$ cat config.mk
export PLATFORM = sky130hd
export DESIGN_NAME = mbi_exec_unit
export DESIGN_NICKNAME = d
export VERILOG_FILES = /design/src/mbi_pkg.sv /design/src/mbi_cycle_timer.sv /design/src/mbi_exec_unit.sv
export SDC_FILE = /design/constraint.sdc
export NUM_CORES = 1
export LEC_CHECK = 0
export BUFFER_PORTS_ARGS = -buffer_cell sky130_fd_sc_hd__buf_2
export CORE_MARGIN = 5
export CORE_UTILIZATION = 55
export DETAILED_ROUTE_END_ITERATION = 6
export PLACE_DENSITY = 0.84
export SYNTH_ARGS = -nofsm -noshare
export SYNTH_HDL_FRONTEND = slang
export SYNTH_SLANG_ARGS = --single-unit
$ cat constraint.sdc
create_clock -name pclk -period 4.4 [get_ports pclk]
set_clock_uncertainty 0.15 [all_clocks]
set_input_delay 0.22 -clock pclk [delete_from_list [all_inputs] [get_ports pclk]]
set_output_delay 0.22 -clock pclk [all_outputs]
set_load 0.01 [all_outputs]
$ cat src/mbi_pkg.sv
// Shared constants and types for the branch and miscellaneous instruction unit
package mbi_pkg;
    // APB byte addresses
    localparam logic [7:0] ADDR_INSTR = 8'h00;
    localparam logic [7:0] ADDR_OPND = 8'h04;
    localparam logic [7:0] ADDR_STATUS = 8'h08;
    localparam logic [7:0] ADDR_ACC = 8'h0c;
    localparam logic [7:0] ADDR_PC = 8'h10;
    localparam logic [7:0] ADDR_TABLE_HIGH = 8'h14;
    localparam logic [7:0] ADDR_STACK = 8'h18;
    localparam logic [7:0] ADDR_WAKE = 8'h1c;
    localparam logic [1:0] MEM_WIN_TAG = 2'h1;
    // Instruction register fields
    localparam int INSTR_OP_LSB = 0;
    localparam int INSTR_M_LSB = 8;
    localparam int INSTR_BIT_LSB = 12;
    // Status register fields
    localparam int ST_BUSY_BIT = 0;
    localparam int ST_HALT_BIT = 1;
    localparam int ST_TIMEOUT_BIT = 2;
    localparam int ST_POWERDOWN_BIT = 3;
    localparam int ST_SKIP_BIT = 4;
    localparam int ST_PRE1_BIT = 5;
    localparam int ST_PRE2_BIT = 6;
    localparam int ST_CYC_LSB = 8;
    // Core geometry and reset values
    localparam int PC_W = 13;
    localparam int MEM_DEPTH = 16;
    localparam logic [3:0] PC_LOW_INDEX = 4'h2;
    localparam logic [4:0] LAST_PAGE = 5'h1f;
    localparam logic [7:0] ACC_RESET = 8'h00;
    localparam logic [PC_W-1:0] PC_RESET = 13'h0000;
    // Timing: one instruction cycle is four system clocks
    localparam int CLKS_PER_ICYCLE = 4;
    localparam logic [2:0] ICYCLE_LAST = 3'(CLKS_PER_ICYCLE - 1);

    typedef enum logic [4:0] {
        MBI_NOP_OP = 5'h00,
        MBI_JUMP_OP = 5'h01,
        MBI_SKIP_ZERO_OP = 5'h02,
        MBI_SKIP_ZERO_COPY_OP = 5'h03,
        MBI_SKIP_BIT_CLEAR_OP = 5'h04,
        MBI_SKIP_BIT_SET_OP = 5'h05,
        MBI_INC_SKIP_ZERO_OP = 5'h06,
        MBI_DEC_SKIP_ZERO_OP = 5'h07,
        MBI_INC_SKIP_ZERO_ACC_OP = 5'h08,
        MBI_DEC_SKIP_ZERO_ACC_OP = 5'h09,
        MBI_RETURN_OP = 5'h0a,
        MBI_RETURN_IMM_OP = 5'h0b,
        MBI_RETURN_FROM_IRQ_OP = 5'h0c,
        MBI_TABLE_READ_CURRENT_PAGE = 5'h0d,
        MBI_TABLE_READ_LAST_PAGE = 5'h0e,
        MBI_CLEAR_MEM_OP = 5'h0f,
        MBI_SET_MEM_OP = 5'h10,
        MBI_WATCHDOG_CLEAR = 5'h11,
        MBI_WATCHDOG_PRECLEAR_ONE = 5'h12,
        MBI_WATCHDOG_PRECLEAR_TWO = 5'h13,
        MBI_NIBBLE_EXCHANGE = 5'h14,
        MBI_NIBBLE_EXCHANGE_TO_ACC = 5'h15,
        MBI_HALT_OP = 5'h16
    } mbi_op_type;

    typedef enum logic [3:0] {
        MBI_ST_IDLE = 4'b0001,
        MBI_ST_EXEC = 4'b0010,
        MBI_ST_EXTRA = 4'b0100,
        MBI_ST_HALT = 4'b1000
    } mbi_state_type;
endpackage

$ cat src/mbi_cycle_timer.sv
// Instruction cycle divider: one-cycle tick every four system clocks
module mbi_cycle_timer
    import mbi_pkg::*;
(
    input wire logic pclk,
    input wire logic presetn,
    input wire logic restart,
    output logic tick
);
    logic [2:0] cnt_reg;

    always_ff @(posedge pclk or negedge presetn) begin
        if (!presetn) begin
            cnt_reg <= 3'h0;
        end else if (restart || cnt_reg == ICYCLE_LAST) begin
            cnt_reg <= 3'h0;
        end else begin
            cnt_reg <= cnt_reg + 3'h1;
        end
    end

    assign tick = !restart && cnt_reg == ICYCLE_LAST;
endmodule

$ cat src/mbi_exec_unit.sv
// Branch, skip, return, table read and miscellaneous instruction unit
//
// Our own choices: the placing of the registers and the APB interface to the registers.
module mbi_exec_unit
    import mbi_pkg::*;
(
    input wire logic pclk,
    input wire logic presetn,
    input wire logic psel,
    input wire logic penable,
    input wire logic pwrite,
    input wire logic [7:0] paddr,
    input wire logic [31:0] pwdata,
    output logic [31:0] prdata,
    output logic pready,
    output logic pslverr,
    output logic [PC_W-1:0] prog_addr,
    input wire logic [15:0] prog_data,
    input wire logic wdt_timeout,
    output logic wdt_clear,
    output logic powerdown
);
    mbi_state_type state_reg;
    mbi_op_type op_reg;
    logic [3:0] m_reg;
    logic [2:0] bit_reg;
    logic [PC_W-1:0] opnd_reg;
    logic [PC_W-1:0] pc_reg;
    logic [PC_W-1:0] stack_reg;
    logic [7:0] acc_reg;
    logic [7:0] table_high_reg;
    logic [7:0] mem_reg [MEM_DEPTH];
    logic timeout_flag_reg;
    logic powerdown_flag_reg;
    logic pre1_reg;
    logic pre2_reg;
    logic skip_reg;
    logic [1:0] extra_reg;
    logic [2:0] cycles_reg;
    logic wdt_clear_reg;
    logic [31:0] prdata_reg;

    // Bus decode
    wire setup = psel && !penable;
    wire wr_en = psel && penable && pwrite;
    wire mem_hit = paddr[7:6] == MEM_WIN_TAG && paddr[1:0] == 2'h0;
    wire reg_hit = paddr[7:5] == 3'h0 && paddr[1:0] == 2'h0;
    wire [3:0] mem_idx = paddr[5:2];
    wire idle = state_reg == MBI_ST_IDLE;
    wire launch = wr_en && paddr == ADDR_INSTR && idle;
    wire wr_idle = wr_en && idle;
    wire tick;
    wire exec_end = state_reg == MBI_ST_EXEC && tick;

    mbi_cycle_timer u_timer (
        .pclk(pclk),
        .presetn(presetn),
        .restart(launch),
        .tick(tick)
    );

    // Operand fetch; the low byte of the counter aliases one memory slot
    wire to_pc_low = m_reg == PC_LOW_INDEX;
    wire [7:0] mem_val = to_pc_low ? pc_reg[7:0] : mem_reg[m_reg];
    wire [7:0] inc_val = mem_val + 8'h01;
    wire [7:0] dec_val = mem_val - 8'h01;
    wire [7:0] swap_val = {mem_val[3:0], mem_val[7:4]};
    wire test_bit = mem_val[bit_reg];
    wire pair_done = (op_reg == MBI_WATCHDOG_PRECLEAR_ONE && pre2_reg)
        || (op_reg == MBI_WATCHDOG_PRECLEAR_TWO && pre1_reg);

    logic do_mem;
    logic [7:0] mem_new;
    logic do_acc;
    logic [7:0] acc_new;
    logic skip;
    logic long_op;
    logic [1:0] pc_src;

    always_comb begin
        do_mem = 1'b0;
        mem_new = 8'h00;
        do_acc = 1'b0;
        acc_new = 8'h00;
        skip = 1'b0;
        long_op = 1'b0;
        pc_src = 2'd0;
        case (op_reg)
            MBI_JUMP_OP: begin
                long_op = 1'b1;
                pc_src = 2'd1;
            end
            MBI_SKIP_ZERO_OP: skip = mem_val == 8'h00;
            MBI_SKIP_ZERO_COPY_OP: begin
                skip = mem_val == 8'h00;
                do_acc = 1'b1;
                acc_new = mem_val;
            end
            MBI_SKIP_BIT_CLEAR_OP: skip = !test_bit;
            MBI_SKIP_BIT_SET_OP: skip = test_bit;
            MBI_INC_SKIP_ZERO_OP: begin
                do_mem = 1'b1;
                mem_new = inc_val;
                skip = inc_val == 8'h00;
            end
            MBI_DEC_SKIP_ZERO_OP: begin
                do_mem = 1'b1;
                mem_new = dec_val;
                skip = dec_val == 8'h00;
            end
            MBI_INC_SKIP_ZERO_ACC_OP: begin
                do_acc = 1'b1;
                acc_new = inc_val;
                skip = inc_val == 8'h00;
            end
            MBI_DEC_SKIP_ZERO_ACC_OP: begin
                do_acc = 1'b1;
                acc_new = dec_val;
                skip = dec_val == 8'h00;
            end
            MBI_RETURN_OP, MBI_RETURN_FROM_IRQ_OP: begin
                long_op = 1'b1;
                pc_src = 2'd2;
            end
            MBI_RETURN_IMM_OP: begin
                long_op = 1'b1;
                pc_src = 2'd2;
                do_acc = 1'b1;
                acc_new = opnd_reg[7:0];
            end
            MBI_TABLE_READ_CURRENT_PAGE, MBI_TABLE_READ_LAST_PAGE: begin
                long_op = 1'b1;
                do_mem = 1'b1;
                mem_new = prog_data[7:0];
            end
            MBI_CLEAR_MEM_OP: begin
                do_mem = 1'b1;
                mem_new = 8'h00;
            end
            MBI_SET_MEM_OP: begin
                do_mem = 1'b1;
                mem_new = 8'hff;
            end
            MBI_NIBBLE_EXCHANGE: begin
                do_mem = 1'b1;
                mem_new = swap_val;
            end
            MBI_NIBBLE_EXCHANGE_TO_ACC: begin
                do_acc = 1'b1;
                acc_new = swap_val;
            end
            default: pc_src = 2'd0;
        endcase
    end

    // Penalty cycles over a one-cycle base: two-cycle instructions, taken skip, write to counter low byte
    wire pc_low_write = do_mem && to_pc_low;
    wire [1:0] extra = 2'(long_op) + 2'(skip) + 2'(pc_low_write);
    wire [PC_W-1:0] pc_seq = pc_reg + (skip ? 13'h0002 : 13'h0001);
    wire [PC_W-1:0] pc_after = pc_low_write ? {pc_reg[PC_W-1:8], mem_new}
        : (pc_src == 2'd1) ? opnd_reg : (pc_src == 2'd2) ? stack_reg : pc_seq;
    wire is_halt = op_reg == MBI_HALT_OP;
    wire wdt_hit = op_reg == MBI_WATCHDOG_CLEAR || pair_done;

    // Sequencer
    always_ff @(posedge pclk or negedge presetn) begin
        if (!presetn) begin
            state_reg <= MBI_ST_IDLE;
            extra_reg <= 2'd0;
        end else begin
            case (state_reg)
                MBI_ST_IDLE: if (launch) state_reg <= MBI_ST_EXEC;
                MBI_ST_EXEC: if (tick) begin
                    extra_reg <= extra;
                    if (is_halt) state_reg <= MBI_ST_HALT;
                    else if (extra != 2'd0) state_reg <= MBI_ST_EXTRA;
                    else state_reg <= MBI_ST_IDLE;
                end
                MBI_ST_EXTRA: if (tick) begin
                    extra_reg <= extra_reg - 2'd1;
                    if (extra_reg == 2'd1) state_reg <= MBI_ST_IDLE;
                end
                MBI_ST_HALT: if (wr_en && paddr == ADDR_WAKE && pwdata[0]) begin
                    state_reg <= MBI_ST_IDLE;
                end
                default: state_reg <= MBI_ST_IDLE;
            endcase
        end
    end

    // Instruction latch and program memory address
    always_ff @(posedge pclk or negedge presetn) begin
        if (!presetn) begin
            op_reg <= MBI_NOP_OP;
            m_reg <= 4'h0;
            bit_reg <= 3'h0;
            prog_addr <= PC_RESET;
        end else if (launch) begin
            op_reg <= mbi_op_type'(pwdata[INSTR_OP_LSB +: 5]);
            m_reg <= pwdata[INSTR_M_LSB +: 4];
            bit_reg <= pwdata[INSTR_BIT_LSB +: 3];
            prog_addr <= pwdata[4:0] == MBI_TABLE_READ_LAST_PAGE
                ? {LAST_PAGE, opnd_reg[7:0]} : {pc_reg[PC_W-1:8], opnd_reg[7:0]};
        end
    end

    // Architectural state; software may load it only while idle
    always_ff @(posedge pclk or negedge presetn) begin
        if (!presetn) begin
            pc_reg <= PC_RESET;
            acc_reg <= ACC_RESET;
            opnd_reg <= PC_RESET;
            stack_reg <= PC_RESET;
            table_high_reg <= 8'h00;
            skip_reg <= 1'b0;
            cycles_reg <= 3'd0;
        end else if (exec_end) begin
            pc_reg <= pc_after;
            skip_reg <= skip;
            cycles_reg <= 3'd1 + 3'(extra);
            if (do_acc) acc_reg <= acc_new;
            if (op_reg == MBI_TABLE_READ_CURRENT_PAGE || op_reg == MBI_TABLE_READ_LAST_PAGE) begin
                table_high_reg <= prog_data[15:8];
            end
        end else if (wr_idle) begin
            if (paddr == ADDR_PC) pc_reg <= pwdata[PC_W-1:0];
            if (paddr == ADDR_ACC) acc_reg <= pwdata[7:0];
            if (paddr == ADDR_OPND) opnd_reg <= pwdata[PC_W-1:0];
            if (paddr == ADDR_STACK) stack_reg <= pwdata[PC_W-1:0];
        end
    end

    always_ff @(posedge pclk) begin
        if (exec_end && do_mem && !to_pc_low) begin
            mem_reg[m_reg] <= mem_new;
        end else if (wr_idle && mem_hit) begin
            mem_reg[mem_idx] <= pwdata[7:0];
        end
    end

    // Watchdog flags; a time-out in the same cycle wins over a clear
    always_ff @(posedge pclk or negedge presetn) begin
        if (!presetn) begin
            timeout_flag_reg <= 1'b0;
            powerdown_flag_reg <= 1'b0;
            pre1_reg <= 1'b0;
            pre2_reg <= 1'b0;
            wdt_clear_reg <= 1'b0;
        end else begin
            wdt_clear_reg <= exec_end && (wdt_hit || is_halt);
            if (exec_end && (wdt_hit || is_halt)) timeout_flag_reg <= 1'b0;
            if (wdt_timeout) timeout_flag_reg <= 1'b1;
            if (exec_end && wdt_hit) begin
                powerdown_flag_reg <= 1'b0;
                pre1_reg <= 1'b0;
                pre2_reg <= 1'b0;
            end else if (exec_end && is_halt) begin
                powerdown_flag_reg <= 1'b1;
            end else if (exec_end && op_reg == MBI_WATCHDOG_PRECLEAR_ONE) begin
                pre1_reg <= 1'b1;
            end else if (exec_end && op_reg == MBI_WATCHDOG_PRECLEAR_TWO) begin
                pre2_reg <= 1'b1;
            end
        end
    end

    // Read data is captured in the setup phase and shown in the access phase
    wire [31:0] status_word = {21'h0, cycles_reg, 1'b0, pre2_reg, pre1_reg, skip_reg,
        powerdown_flag_reg, timeout_flag_reg, state_reg == MBI_ST_HALT, !idle};
    wire [31:0] rd_word =
        mem_hit ? {24'h0, mem_idx == PC_LOW_INDEX ? pc_reg[7:0] : mem_reg[mem_idx]}
        : paddr == ADDR_INSTR ? {17'h0, bit_reg, m_reg, 3'h0, op_reg}
        : paddr == ADDR_OPND ? {19'h0, opnd_reg}
        : paddr == ADDR_STATUS ? status_word
        : paddr == ADDR_ACC ? {24'h0, acc_reg}
        : paddr == ADDR_PC ? {19'h0, pc_reg}
        : paddr == ADDR_TABLE_HIGH ? {24'h0, table_high_reg}
        : paddr == ADDR_STACK ? {19'h0, stack_reg} : 32'h0;

    always_ff @(posedge pclk or negedge presetn) begin
        if (!presetn) prdata_reg <= 32'h0;
        else if (setup && !pwrite) prdata_reg <= rd_word;
    end

    assign prdata = prdata_reg;
    assign pready = 1'b1;
    assign pslverr = psel && penable && !(mem_hit || reg_hit);
    assign wdt_clear = wdt_clear_reg;
    assign powerdown = state_reg == MBI_ST_HALT;

    // Checks
    logic [4:0] busy_clks;
    always_ff @(posedge pclk or negedge presetn) begin
        if (!presetn) busy_clks <= 5'd0;
        else if (launch) busy_clks <= 5'd0;
        else if (!idle && state_reg != MBI_ST_HALT) busy_clks <= busy_clks + 5'd1;
    end
endmodule

==> results.yml <==
drt:
  routed_wl_mm: 47.5
  wl_per_cell_um: 26.9
  vias: 12364
  wl_met1_mm: 16.5
  avgViaCountPerCell: 6.99
  routed.top_layer: "met4"
  final_antenna_net_count: 0
  drc_errors: 13
  met3_length_mm: 6.30
  drtPass1Iterations: 7
  wl_met2_mm: 21.2
  drt_iter0_markers: 2259
clock_tree:
  root_buffer: "clkbuf_16"
  cts-htree-levels: 1
  cts_sinks: 233
  insertion_delay_ps: 560
  cts_buffers: 26
  path_clk_slew_ps: 70
  cts_tree: "done"
  cts.path.max_buffers: 3
yosys:
  synth_seq_cells: 233
  synth-edff-count: 120
  ys_seq_area_share_pct: 48.4
  synth_warnings: 0
  syn_inst: 1219
  ys_top_cells_by_count: "120 x edfxtp_1, 113 x nor2_1, 112 x dfrtp_1"
  synth_area_leader_cell: "edfxtp_1"
  syn_area_um2: 13300
  synth_area_leaders: "edfxtp_1 27%, dfrtp_1 21%, mux2_2 5.8%"
  async_flop_share_pct: 48.5
  synth_top_cell_area_share_pct: 27.1
  ys.flop_type: "edfxtp_1"
  synth.avg_cell_area_um2: 10.9
  yosysUniqueCellTypes: 82
  synth_most_common_cell: "edfxtp_1"
pwr:
  power.share.clock_pct: 43.6
  power_frac_comb_pct: 10.1
  p_switching_mw: 1.29
  internal_power_mw: 3.82
  p_leak_nw: 6.47
  p_per_area_nw_per_um2: 309
  p_seq_share_pct: 46.3
  switching_share_pct: 25.2
  irDropWorstVdd_v: 0.000291
finish:
  largest_reg_flops: 120
  num_antenna_cells: 0
  drive_gt1_share_pct: 32.8
  postLayoutCellArea_um2: 16500
  area_growth_pct: 24.3
  finalNetCount: 1505
  instances_no_fill: 1768
sta:
  period_share_pct: 105
  finalSetupViolCount: 17
  drv_slew: 0
  rsz0062_at_grt: "true"
  final.min_clock_period_ps: 4630
  max_freq_mhz: 216
  relSlewSlack_pct: 22.2
  timing.final.ws_setup_ps: -229
  final_hold_viol_count: 0
  worst_slew_pin_slew_ps: 1160
setup_path:
  crit_fanout: 8
  cp-start-kind: "flip-flop"
  cp-end-kind: "flip-flop"
  cp.required_ps: 4720
  rrSetupSlack_ps: -230
  cp.arrival_ps: 4940
  crit_type: "flip-flop to flip-flop"
placed_design:
  place_area_um2: 14700
  placed_cells: 1668
  port_buffers: 75
  post-dp-hpwl_mm: 31.4
  gp_congestion: 1.00
flow_run:
  cap_violations: 0
floorplan:
  io_pins: 111
  start_util_pct: 56.3
  core_um2: 23600
  chipHeight_um: 165
  die-area_um2: 27400
  row_count: 56
  dieWidth_um: 165
global_routing:
  grt_max_degree: 79
  grt_usage_pct: 33.4
  grt_pass1_vias: 11843
  grt_overflow: 0
  grt_pass1_wl_mm: 69.5
  antenna_found_initial: 0
outcome:
  failed_checks: "DRC, setup timing"
  status: "complete, but fails checks"
worst_hold_path:
  hp-class: "input port to flip-flop"
[final cells by class]
| cell class | count | area, um2 |
|---|---|---|
| clock buffer | 30 | 676 |
| clock inverter | 17 | 195 |
| fill | 1559 | 7090 |
| inverter | 17 | 67.6 |
| multi-input combinational | 887 | 6750 |
| sequential | 233 | 6440 |
| tap | 319 | 399 |
| timing repair buffer | 265 | 2000 |
[per-stage QoR]
| step | hold WS (ps) | worst slack (ps) | utilization [%] | TNS [ps] | total power [mW] |
|---|---|---|---|---|---|
| floorplan | -226 | 9.38 | - | 0 | 2.65 |
| global placement | 248 | -183 | 62.4 | -1190 | 2.83 |
| detailed placement | 266 | -211 | 62.4 | -2030 | 2.85 |
| CTS | 20.4 | -137 | 68.0 | -824 | 5.05 |
| global route | 54.1 | -320 | 70.0 | -3980 | 5.23 |
| finish | 61.6 | -229 | 70.0 | -2230 | 5.10 |
[cells by family (layout without fill, tap and decap cells)]
family	after synthesis	count (layout)	synth area share [%]
AOI/OAI and AO/OA	332	332	17.3
xor gates and xnor gates	19	19	1.25
adders and majority gates	13	13	1.34
buffers and inverters	115	329	4.34
DFF	233	233	48.4
muxes	157	157	15.0
other	2	18	0.0565
and+or+nand+nor	348	348	12.4
[routing by layer]
layer | vias to the layer above | track usage [%]
li1 | 5069 | -
met1 | 5858 | 44.0
met2 | 1139 | 52.1
met3 | 298 | 7.10
met4 | 0 | 18.2
met5 | - | 0
[power by group through the flow]
stage	clock network [mW]	registers [mW]	logic, mW
2_1_floorplan	0	2.40	0.258
6_report	2.22	2.36	0.516
4_1_cts	2.22	2.36	0.474
3_3_place_gp	0	2.40	0.435
5_1_grt	2.32	2.36	0.548
3_5_place_dp	0	2.40	0.443
[worst max-delay path, cell delays in order (launching register included)]
cell and delay, ps:
dfrtp_2 520, buf_12 190, buf_8 130, buf_6 100, mux2i_1 230, nand3_1 120
nand4_1 170, buf_4 150, buf_6 100, nand2_4 60, a2111oi_4 410, mux2i_1 150
o2111ai_2 120, and3_4 290, ha_4 160, inv_2 40, fa_2 410, nor2_4 150
nand3_2 90, xor2_1 150, a211oi_2 220, a21oi_1 60, o221a_2 240, a21oi_2 90
[layout by cell type, fill, tap and decap left out, drive strengths merged, types with 20 or more instances in the layout]
cell type / netlist / final
buf: 46 / 235
edfxtp: 120 / 120
nor2: 113 / 113
dfrtp: 112 / 112
nand2: 107 / 107
a21oi: 73 / 73
mux2: 70 / 70
mux2i: 62 / 62
o21ai: 62 / 62
clkbuf: 52 / 31
dlygate4sd3: 0 / 29
nor3: 27 / 27
o22ai: 27 / 27
mux4: 25 / 25
a31oi: 25 / 25
nand3: 23 / 23
a211oi: 21 / 21
a221oi: 20 / 20
a22oi: 20 / 20
[repair_timing]
| item | in CTS | in global routing |
|---|---|---|
| setup buffers | 2 | 22 |
| cloned | 0 | 1 |
| hold endpoints to repair | 142 | 0 |
| setup endpoints to repair | 16 | 17 |
| pin swaps | 3 | 50 |
| resized for setup | 27 | 76 |
| hold buffers | 29 | 0 |
[worst paths after layout]
kind	startpoint	end	cells after the start
setup reg to reg	m_reg[0]	pc_reg[6]	23
hold reg to reg	u_timer.cnt_reg[0]	u_timer.cnt_reg[0]	1
hold / removal	paddr[6]	prdata[10]	4
setup / recovery	m_reg[0]	pc_reg[6]	23
min in group asynchronous	presetn	table_high_reg[5]	2
max in group asynchronous	presetn	bit_reg[0]	3
No activity file was read; power rests on OpenSTA's default activity.
